===== src/shared/ccsel_pkg.sv =====
// package: constants and types for the core clock source selector
package ccsel_pkg;

  localparam longint CLK_HZ        = 40_000_000;
  localparam longint INT_OSC_HZ    = 12_000_000;
  localparam int     PHASE_W       = 16;
  // phase increment per system clock for the nominal internal rate
  localparam logic [PHASE_W-1:0] PHASE_STEP = PHASE_W'(
    (INT_OSC_HZ * 64'h0000_0000_0001_0000 + CLK_HZ / 2) / CLK_HZ);
  localparam int     TIMEOUT_TICKS = 32;
  localparam int     WD_W          = 6;
  localparam int     TB_W          = 16;
  localparam logic [7:0]      TRIM_RST = 8'h00;
  localparam logic [TB_W-1:0] TB_RST   = 16'h0000;

  typedef enum logic [1:0] {
    SRC_INT,
    SRC_TO_EXT,
    SRC_EXT,
    SRC_TO_INT
  } ccsel_src_e;

  typedef struct packed {
    logic [7:0] trim;
    logic       loaded;
  } ccsel_cfg_s;

endpackage


===== src/hw/ccsel_top.sv =====
// core clock source selector with external clock failover
`timescale 1ns/100ps

////////////////////////////////////////////////////////////////////////////
// Contract
// RULE1 - reset loads all configuration defaults; trim comes from OTP.
// RULE2 - selected core clock alone drives the shared timebase counter.
// RULE3 - system wanting internal clock holds clock input low forever.
// RULE4 - internal oscillator runs near 12 MHz with OTP trim applied.
// RULE5 - first rising edge on clock input switches core to external.
// RULE6 - 32 internal ticks without external activity revert to internal.
// RULE7 - external clock 8 to 13.4 MHz, max 16 MHz, near 50% duty.
// RULE8 - during supply reset all digital inputs held low by controller; the bench drives I_OTP_TRIM with the trim value during reset.
// RULE9 - source changeover never shortens a high or low core phase.
// RULE10 - after fallback the selector re-arms for the next rising edge.
module ccsel_top
  import ccsel_pkg::*;
(
  input  wire logic             I_CLK,
  input  wire logic             I_RESET,
  input  wire logic             I_EXT_CLK,
  input  wire logic [7:0]       I_OTP_TRIM,
  output logic                  O_CORE_CLK,
  output logic                  O_CORE_TICK,
  output logic                  O_SRC_EXT,
  output logic [TB_W-1:0]       O_TIMEBASE,
  output ccsel_cfg_s            O_CFG
);

  ////////////////////////////////////////////////////////////////////////////
  // configuration load
  ccsel_cfg_s cfg_q;
  ccsel_cfg_s cfg_d;

  always_comb begin
    cfg_d = cfg_q;
    if (!cfg_q.loaded) begin
      // trim sampled one cycle after release, never under reset
      cfg_d.trim   = I_OTP_TRIM;                          // [RULE1]
      cfg_d.loaded = 1'b1;
    end
  end

  always_ff @(posedge I_CLK) begin
    if (I_RESET) begin
      cfg_q <= '{trim: TRIM_RST, loaded: 1'b0};           // [RULE1]
    end else begin
      cfg_q <= cfg_d;
    end
  end

  ////////////////////////////////////////////////////////////////////////////
  // internal oscillator as phase accumulator
  logic [PHASE_W-1:0] acc_q;
  logic [PHASE_W-1:0] acc_d;
  logic               int_lvl;
  logic               int_prev_q;
  logic               int_rise;

  always_comb begin
    acc_d = acc_q + PHASE_STEP
          + {{(PHASE_W-8){cfg_q.trim[7]}}, cfg_q.trim};   // [RULE4]
  end

  assign int_lvl  = acc_q[PHASE_W-1];
  assign int_rise = int_lvl & ~int_prev_q;

  always_ff @(posedge I_CLK) begin
    if (I_RESET) begin
      acc_q      <= '0;
      int_prev_q <= 1'b0;
    end else begin
      acc_q      <= acc_d;
      int_prev_q <= int_lvl;
    end
  end

  ////////////////////////////////////////////////////////////////////////////
  // external clock pin: three stages, change accepted when last two agree
  logic s1_q;
  logic s2_q;
  logic s3_q;
  logic ext_q;
  logic ext_prev_q;
  logic ext_d;
  logic ext_rise;
  logic ext_act;

  always_comb begin
    ext_d = (s2_q == s3_q) ? s3_q : ext_q;
  end

  assign ext_rise = ext_q & ~ext_prev_q;
  assign ext_act  = ext_q ^ ext_prev_q;

  always_ff @(posedge I_CLK) begin
    if (I_RESET) begin
      s1_q       <= 1'b0;
      s2_q       <= 1'b0;
      s3_q       <= 1'b0;
      ext_q      <= 1'b0;
      ext_prev_q <= 1'b0;
    end else begin
      s1_q       <= I_EXT_CLK;
      s2_q       <= s1_q;
      s3_q       <= s2_q;
      ext_q      <= ext_d;
      ext_prev_q <= ext_q;
    end
  end

  ////////////////////////////////////////////////////////////////////////////
  // source selection and watchdog
  ccsel_src_e      state_q;
  ccsel_src_e      state_d;
  logic [WD_W-1:0] wd_q;
  logic [WD_W-1:0] wd_d;
  logic            core_q;
  logic            core_d;
  logic            timeout;

  assign timeout = int_rise && !ext_act
                && (wd_q == WD_W'(TIMEOUT_TICKS - 1));

  always_comb begin
    state_d = state_q;
    wd_d    = wd_q;
    core_d  = core_q;
    // watchdog counts internal ticks, cleared by any external edge
    if (state_q == SRC_INT || ext_act) begin
      wd_d = '0;
    end else if (int_rise) begin
      wd_d = wd_q + WD_W'(1);                             // [RULE6]
    end
    unique case (state_q)
      SRC_INT: begin
        core_d = int_lvl;
        if (ext_rise) begin
          state_d = SRC_TO_EXT;                           // [RULE5] [RULE10]
        end
      end
      SRC_TO_EXT: begin
        core_d = int_lvl;
        if (timeout) begin
          state_d = SRC_INT;                              // [RULE6]
        end else if (!int_lvl && !ext_q) begin
          // both low: handover cannot cut a phase short
          state_d = SRC_EXT;                              // [RULE9]
          core_d  = 1'b0;
        end
      end
      SRC_EXT: begin
        core_d = ext_q;
        if (timeout) begin
          state_d = SRC_TO_INT;                           // [RULE6]
        end
      end
      SRC_TO_INT: begin
        // dead source may stretch the phase, never shorten it
        core_d = ext_q;
        if (!int_lvl) begin
          state_d = SRC_INT;                              // [RULE9]
          core_d  = 1'b0;
        end
      end
    endcase
  end

  always_ff @(posedge I_CLK) begin
    if (I_RESET) begin
      state_q <= SRC_INT;
      wd_q    <= '0;
      core_q  <= 1'b0;
    end else begin
      state_q <= state_d;
      wd_q    <= wd_d;
      core_q  <= core_d;
    end
  end

  ////////////////////////////////////////////////////////////////////////////
  // shared timebase for chopper, blanking, power-down and step generator
  logic            core_prev_q;
  logic            core_rise;
  logic [TB_W-1:0] tb_q;
  logic [TB_W-1:0] tb_d;

  assign core_rise = core_q & ~core_prev_q;

  always_comb begin
    tb_d = core_rise ? tb_q + TB_W'(1) : tb_q;            // [RULE2]
  end

  always_ff @(posedge I_CLK) begin
    if (I_RESET) begin
      core_prev_q <= 1'b0;
      tb_q        <= TB_RST;
    end else begin
      core_prev_q <= core_q;
      tb_q        <= tb_d;
    end
  end

  assign O_CORE_CLK  = core_q;
  assign O_CORE_TICK = core_rise;
  assign O_SRC_EXT   = (state_q == SRC_EXT) || (state_q == SRC_TO_INT);
  assign O_TIMEBASE  = tb_q;
  assign O_CFG       = cfg_q;
endmodule


===== config.mk =====
export PLATFORM = sky130hd
export DESIGN_NAME = ccsel_top
export DESIGN_NICKNAME = d
export VERILOG_FILES = /design/src/shared/ccsel_pkg.sv /design/src/hw/ccsel_top.sv
export SDC_FILE = /design/constraint.sdc
export NUM_CORES = 1
export LEC_CHECK = 0
export ABC_AREA = 1
export BUFFER_PORTS_ARGS = -buffer_cell sky130_fd_sc_hd__buf_2
export CORE_ASPECT_RATIO = 0.7
export CORE_MARGIN = 2
export CORE_UTILIZATION = 30
export CTS_BUF_LIST = sky130_fd_sc_hd__clkbuf_8
export CTS_CLUSTER_SIZE = 30
export DETAILED_ROUTE_END_ITERATION = 12
export PLACE_DENSITY = 0.5
export SLEW_MARGIN = 5
export SYNTH_ARGS = -nofsm -noshare
export SYNTH_HDL_FRONTEND = slang
export SYNTH_SLANG_ARGS = --single-unit

===== constraint.sdc =====
create_clock -name I_CLK -period 1.8 [get_ports I_CLK]
set_input_delay 0.18 -clock I_CLK [delete_from_list [all_inputs] [get_ports I_CLK]]
set_output_delay 0.18 -clock I_CLK [all_outputs]
set_load 0.02 [all_outputs]

==> reports/qor.yml, run 1 <==
critical_path:
  arrival_ps: 2070
  rrSetupSlack_ps: -30
  worstPathRequired_ps: 2040
  cpLargestDelayFamily: "adder cells"
  cpMaxStageDelayCell: "fa_2"
  critPathLaunchType: "flop"
  end_kind: "flop"
  critPathKind: "flop to flop"
  crit_fanout: 5
  critPathMaxStageDelay_ps: 400
  path_cells: "ha_4 > ha_4 > fa_2 > nand3_2 > nand2_4 > nand3_4 > nand2_4 > nand2_1 > nand2_2 > nor2_2 > nor2_1"
  worst-path-buf-inv: 0
power_and_ir_drop:
  power_density_nw_per_um2: 1383
  intPower_mw: 3.806
  swShare_pct: 37.89
  combPwrFrac_pct: 52.9
  p_seq_share_pct: 25.6
  switchingPower_mw: 2.322
  vdd_drop_max_uv: 741.8
  power_frac_clock_pct: 21.5
  p_leak_nw: 2.003
  p_total_mw: 6.128
synth:
  synth_cells: 449
  synth.area.top_cells: "dfxtp_1 36%, ha_1 13%, nand2_1 9.7%, inv_1 9.1%, nor2_1 7.8%"
  syn_area_per_cell_sq_um: 7.086
  ys_top_cells_by_count: "82 x nand2_1, 77 x inv_1, 66 x nor2_1"
  ys.flop_type: "dfxtp_1"
  ys_warn_count: 0
  yosysMostFrequentCell: "nand2_1"
  syn_nets: 493
  ys_types: 29
  synthArstFlopShare_pct: 0
  synth-seq-area-share_pct: 35.86
  synth_top_area_cell: "dfxtp_1"
  synth-edff-count: 0
  syn_area_sq_um: 3182
  ys_ff_latch: 57
  yosys.area.top_type_share_pct: 35.86
global_routing:
  grt.total_usage_pct: 14.41
  overflow: 0
  antenna_found_initial: 0
  grt_pass1_vias: 2846
  grt_max_degree: 22
  grt_pass1_wl_microns: 13240
detailed_routing:
  avgRoutedWirePerCell_microns: 11.81
  vias: 2956
  finalWirelength_microns: 7792
  firstDrtPassIters: 4
  drt_iter0_markers: 107
  drc_errors: 0
  viasPerCell: 4.479
  antenna_left: 0
outcome:
  status: "finished, violations left"
  violations: "negative setup slack"
floorplan:
  die_w_microns: 127.1
  start_util_pct: 30.84
  core.rowCount: 31
  die_h_microns: 90.17
  core_area_sq_um: 10320
  io_pins: 39
  die-area_sq_um: 11460
layout:
  num_antenna_cells: 0
  fin_nets: 568
  area_growth_pct: 39.28
  final_cells: 660
  drive_gt1_share_pct: 32.95
clocking:
  path_clk_slew_ps: 60
  cts_hold_buf: 0
  clock_latency_ps: 340
  cts_root_buffer: "clkbuf_8"
  clockBufferDepth: 2
  cts-buffers-inserted: 9
  cts_tree: "built"
  clkSinkCount: 57
  htree_levels: 3
sta:
  max_slew.worst_pin.slew_ps: 464.8
  timing.final.crit_share_pct: 101.7
  worst_slack_ps: -30.15
  fmax_ghz: 0.5464
  setup_viol: 4
  fin_hold_ws_ps: 61.75
  finalHoldViolCount: 0
  max_slew_margin_pct: 68.97
  rsz0062_at_grt: "true"
  period_needed_ps: 1830
  finalSetupTns_ps: -43.56
  skew_ps: 8.606
  final-max-slew-violation-count: 0
run:
  max_cap_viol_count: 0
placement:
  dp_hpwl_microns: 5491
  pre_cts_ws_ps: -205.7
  dp.cells: 637
  gp_congestion: 0.7691
  io_buffers: 38
hold_path:
  hold_path_class: "input pin to flop"
==> metrics by stage <==
step                area (sq um)  util [%]
floorplan                   3224         -
global placement            3752     36.37
detailed placement          3752     36.37
CTS                         4278     41.46
global route                4432     42.95
finish                      4432     42.95
==> cell families (layout without fill, tap and decap cells) <==
| group | count (synthesis) | count (layout) | share of synthesized area [%] |
|---|---|---|---|
| AND/OR/NAND/NOR | 195 | 195 | 27.49 |
| buffers and inverters | 89 | 168 | 10.54 |
| AO/OA/AOI/OAI | 69 | 69 | 11.25 |
| flip-flops | 57 | 57 | 35.86 |
| adder cells (fa/ha/maj) | 33 | 33 | 13.21 |
| XOR/XNOR | 6 | 6 | 1.652 |
==> registers in the layout, indices dropped and copies added (netlist names), named ones only <==
register / count
O_TIMEBASE: 16
s2_q: 1
int_prev_q: 1
ext_prev_q: 1
O_CORE_CLK: 1
core_prev_q: 1
acc_q: 16
s1_q: 1
state_q: 1
wd_q: 6
s3_q: 1
O_CFG: 9
ext_q: 1
==> layout make-up <==
cell class	count	area [sq um]
clock buffers	10	137.6
clock inverters	5	72.57
fillers	1050	5886
inverters	82	310.3
multi-input cells	303	2137
flip-flops and latches	57	1155
well taps	132	165.2
repair buffers	71	454.2
==> worst register-to-register path, cell delays in order (launching register included) <==
cell,delay [ps]
dfxtp_1,350
ha_4,210
ha_4,160
fa_2,400
nand3_2,90
nand2_4,80
nand3_4,80
nand2_4,70
nand2_1,80
nand2_2,60
nor2_2,90
nor2_1,40
==> power groups by stage <==
stage                     clock (mW)  combinational, mW  sequential (mW)
after floorplan                    0               1.45             1.58
after CTS                       1.36               2.89             1.57
after global routing            1.42               3.60             1.59
after global placement             0               2.23             1.57
after detailed placement           0               2.25             1.58
final                           1.32               3.24             1.57
==> layer usage <==
| layer | part of all wire, % | wire length (microns) | global-route usage (%) |
|---|---|---|---|
| met5 | 0 | 0 | 0 |
| met3 | 3.6 | 278 | 4.762 |
| met1 | 52 | 4074 | 19.78 |
| met2 | 43 | 3366 | 21.42 |
| met4 | 0.92 | 72 | 4.396 |
==> path summary, 6_finish.rpt <==
check | startpoint | end | depth (start not counted)
min reg2reg | s1_q | s2_q | 2
max reg2reg | acc_q[1] | acc_q[11] | 11
max | acc_q[1] | acc_q[11] | 11
min | I_EXT_CLK | s1_q | 3
==> layout by cell type (no fill, tap or decap), types with 2 or more instances in the layout <==
cell | netlist | final
dfxtp_2 | 0 | 5
nand3b_1 | 2 | 2
ha_1 | 32 | 10
nand4_1 | 8 | 8
bufinv_16 | 0 | 2
a211oi_1 | 2 | 2
nor3_2 | 1 | 2
nand3_2 | 2 | 7
nand2_2 | 4 | 15
nor3_1 | 4 | 3
dfxtp_4 | 0 | 2
buf_2 | 1 | 38
nand2_4 | 0 | 2
clkbuf_8 | 0 | 10
nor2_1 | 66 | 63
xor2_1 | 3 | 3
xnor2_1 | 3 | 2
nand3_1 | 19 | 13
o21ai_1 | 5 | 6
ha_4 | 0 | 22
nand2_1 | 82 | 69
inv_1 | 77 | 71
dfxtp_1 | 57 | 50
inv_2 | 5 | 12
o21ai_0 | 20 | 19
a21oi_2 | 0 | 7
nor2_4 | 3 | 4
a21oi_1 | 39 | 31
o21a_1 | 2 | 2
nor2_2 | 2 | 4
buf_4 | 0 | 31
==> repair_timing <==
action,CTS,global route
hold endpoints to repair,0,0
setup buffers,6,2
gates cloned,0,0
resized for setup,39,32
setup endpoints to repair,11,11
pin swaps,10,11
Note: power is estimated with default switching activity, not from simulation.
==> inputs of run 2 (changes only) <==
Settings changed: ABC_AREA 1 to not set, CORE_UTILIZATION 30 to 40, PLACE_DENSITY 0.5 to 0.63.
==> run 2 against run 1 <==
Net effect: the flow still finishes with violations (negative setup slack); combinational power decreased by 6%; hold slack improved by 4.4 ps; total power decreased by 7.4%; sequential power decreased by 3%; via count decreased by 14%; synthesized area decreased by 6.1%; critical endpoint is now acc_q[15]; largest cell class unchanged; highest routed layer unchanged.
==> reports/qor.yml, run 2 <==
synth:
  ys_types: 49
  synth-edff-count: 0
  ys_ff_latch: 57
  ys_warn_count: 0
  syn_area_per_cell_sq_um: 8.889
  synthArstFlopShare_pct: 0
  syn_nets: 380
  yosysMostFrequentCell: "dfxtp_1"
  synth_top_area_cell: "dfxtp_1"
  ys.flop_type: "dfxtp_1"
  ys_top_cells_by_count: "57 x dfxtp_1, 47 x nor2_1, 34 x inv_1"
  synth_cells: 336
  yosys.area.top_type_share_pct: 38.21
  syn_area_sq_um: 2987
  synth-seq-area-share_pct: 38.21
  synth.area.top_cells: "dfxtp_1 38%, ha_1 13%, nor2_1 5.9%, inv_1 4.3%, xor2_1 4.1%"
sta:
  worst_slack_ps: -438.4
  rsz0062_at_grt: "true"
  final-max-slew-violation-count: 0
  period_needed_ps: 2238
  timing.final.crit_share_pct: 124.4
  skew_ps: 6.974
  finalHoldViolCount: 0
  max_slew_margin_pct: 58.99
  fmax_ghz: 0.4468
  max_slew.worst_pin.slew_ps: 614.3
  fin_hold_ws_ps: 66.19
  setup_viol: 11
layout:
  fin_nets: 468
  num_antenna_cells: 0
  final_cells: 527
  area_growth_pct: 40.30
  drive_gt1_share_pct: 38.93
  final_cell_mix: "49 x dfxtp_1, 46 x nor2_1, 44 x buf_4, 38 x buf_2, 27 x inv_1"
  layout.cells.most_common: "dfxtp_1"
  fin_util_pct: 57.76
detailed_routing:
  antenna_left: 0
  firstDrtPassIters: 4
  viasPerCell: 4.837
  drc_errors: 0
  vias: 2549
  finalWirelength_microns: 6871
  drt_iter0_markers: 173
  avgRoutedWirePerCell_microns: 13.04
global_routing:
  grt.total_usage_pct: 18.54
  antenna_found_initial: 0
  overflow: 0
  grt_pass1_vias: 2631
  grt_pass1_wl_microns: 12010
  grt_max_degree: 53
floorplan:
  core.rowCount: 26
  start_util_pct: 41.17
  die-area_sq_um: 8185
  io_pins: 39
  die_w_microns: 107.3
  die_h_microns: 76.30
  core_area_sq_um: 7254
critical_path:
  worstPathRequired_ps: 2030
  crit_fanout: 2
  critPathLaunchType: "flop"
  arrival_ps: 2470
  critPathKind: "flop to flop"
  end_kind: "flop"
clocking:
  cts_tree: "built"
  htree_levels: 3
  clockBufferDepth: 2
  cts_hold_buf: 0
  path_clk_slew_ps: 70
  clock_latency_ps: 340
  cts-buffers-inserted: 9
  clkSinkCount: 57
  cts_root_buffer: "clkbuf_8"
outcome:
  violations: "negative setup slack"
  status: "finished, violations left"
power_and_ir_drop:
  p_leak_nw: 1.881
  vdd_drop_max_uv: 913.9
  p_total_mw: 5.676
  power_density_nw_per_um2: 1354
placement:
  dp.cells: 505
  gp_congestion: 0.8085
  dp_hpwl_microns: 4666
  io_buffers: 38
hold_path:
  hold_path_class: "input pin to flop"
run:
  max_cap_viol_count: 0
run 2: logic make-up (layout without fill, tap and decap cells):
family | count (synthesis) | in the layout | synth area share (%)
compound gates | 54 | 54 | 11.69
xor+xnor | 24 | 24 | 7.038
fa+ha+maj | 33 | 33 | 14.08
buf+inv | 44 | 137 | 5.572
flops | 57 | 57 | 38.21
mux | 14 | 14 | 4.860
simple gates | 110 | 110 | 18.56
run 2: final timing paths:
| path | start | to | slack [ps] | cells past startpoint |
|---|---|---|---|---|
| setup / recovery | acc_q[1] | acc_q[15] | -440 | 8 |
| hold / removal | I_OTP_TRIM[6] | O_CFG[7] | 70 | 3 |
| setup reg to reg | acc_q[1] | acc_q[15] | -440 | 8 |
| hold reg to reg | s1_q | s2_q | 440 | 1 |
run 2: worst max-delay path, stage by stage, from the launching register on:
cell	delay (ps)
dfxtp_2	340
ha_4	240
ha_4	160
fa_2	380
a211oi_4	290
o21ai_2	150
a2111oi_4	340
o21ai_1	80
and3_1	160
run 2: routing by layer:
metal	wire length, microns	vias up	global-route usage (%)
li1	-	1327	-
met1	3561	1175	25.45
met2	2957	38	27.91
met3	265	9	5.218
met4	87	0	6.234
met5	0	-	0
run 2: report_power, final:
group	leakage [nW]	switching (mW)	internal [mW]
clock	0.0930	0.555	0.539
combinational	1.32	1.45	1.60
sequential	0.471	0.0885	1.44
total	1.88	2.09	3.58
run 2: metrics by stage:
stage	area, sq um	setup slack, ps	setup TNS [ps]
global placement	3810	-446.9	-3358
finish	4190	-438.4	-3600
floorplan	3202	-376.2	-2556
CTS	4096	-395.0	-3282
detailed placement	3810	-454.1	-3519
global route	4190	-537.7	-4528
run 2: timing repair:
item                                    in CTS  in global routing
gates resized for setup                     16                 18
hold endpoints to repair                     0                  0
endpoints found under the setup margin      11                 14
pin swaps                                   11                  6
buffers inserted                             4                  2
run 2: layout make-up:
type / count / area, sq um
Clock buffer: 10 / 137.6
Sequential cell: 57 / 1164
Tap cell: 98 / 122.6
Timing Repair Buffer: 87 / 585.6
Multi-Input combinational cell: 235 / 2004
Inverter: 34 / 135.1
Fill cell: 632 / 3064
Clock inverter: 6 / 41.29
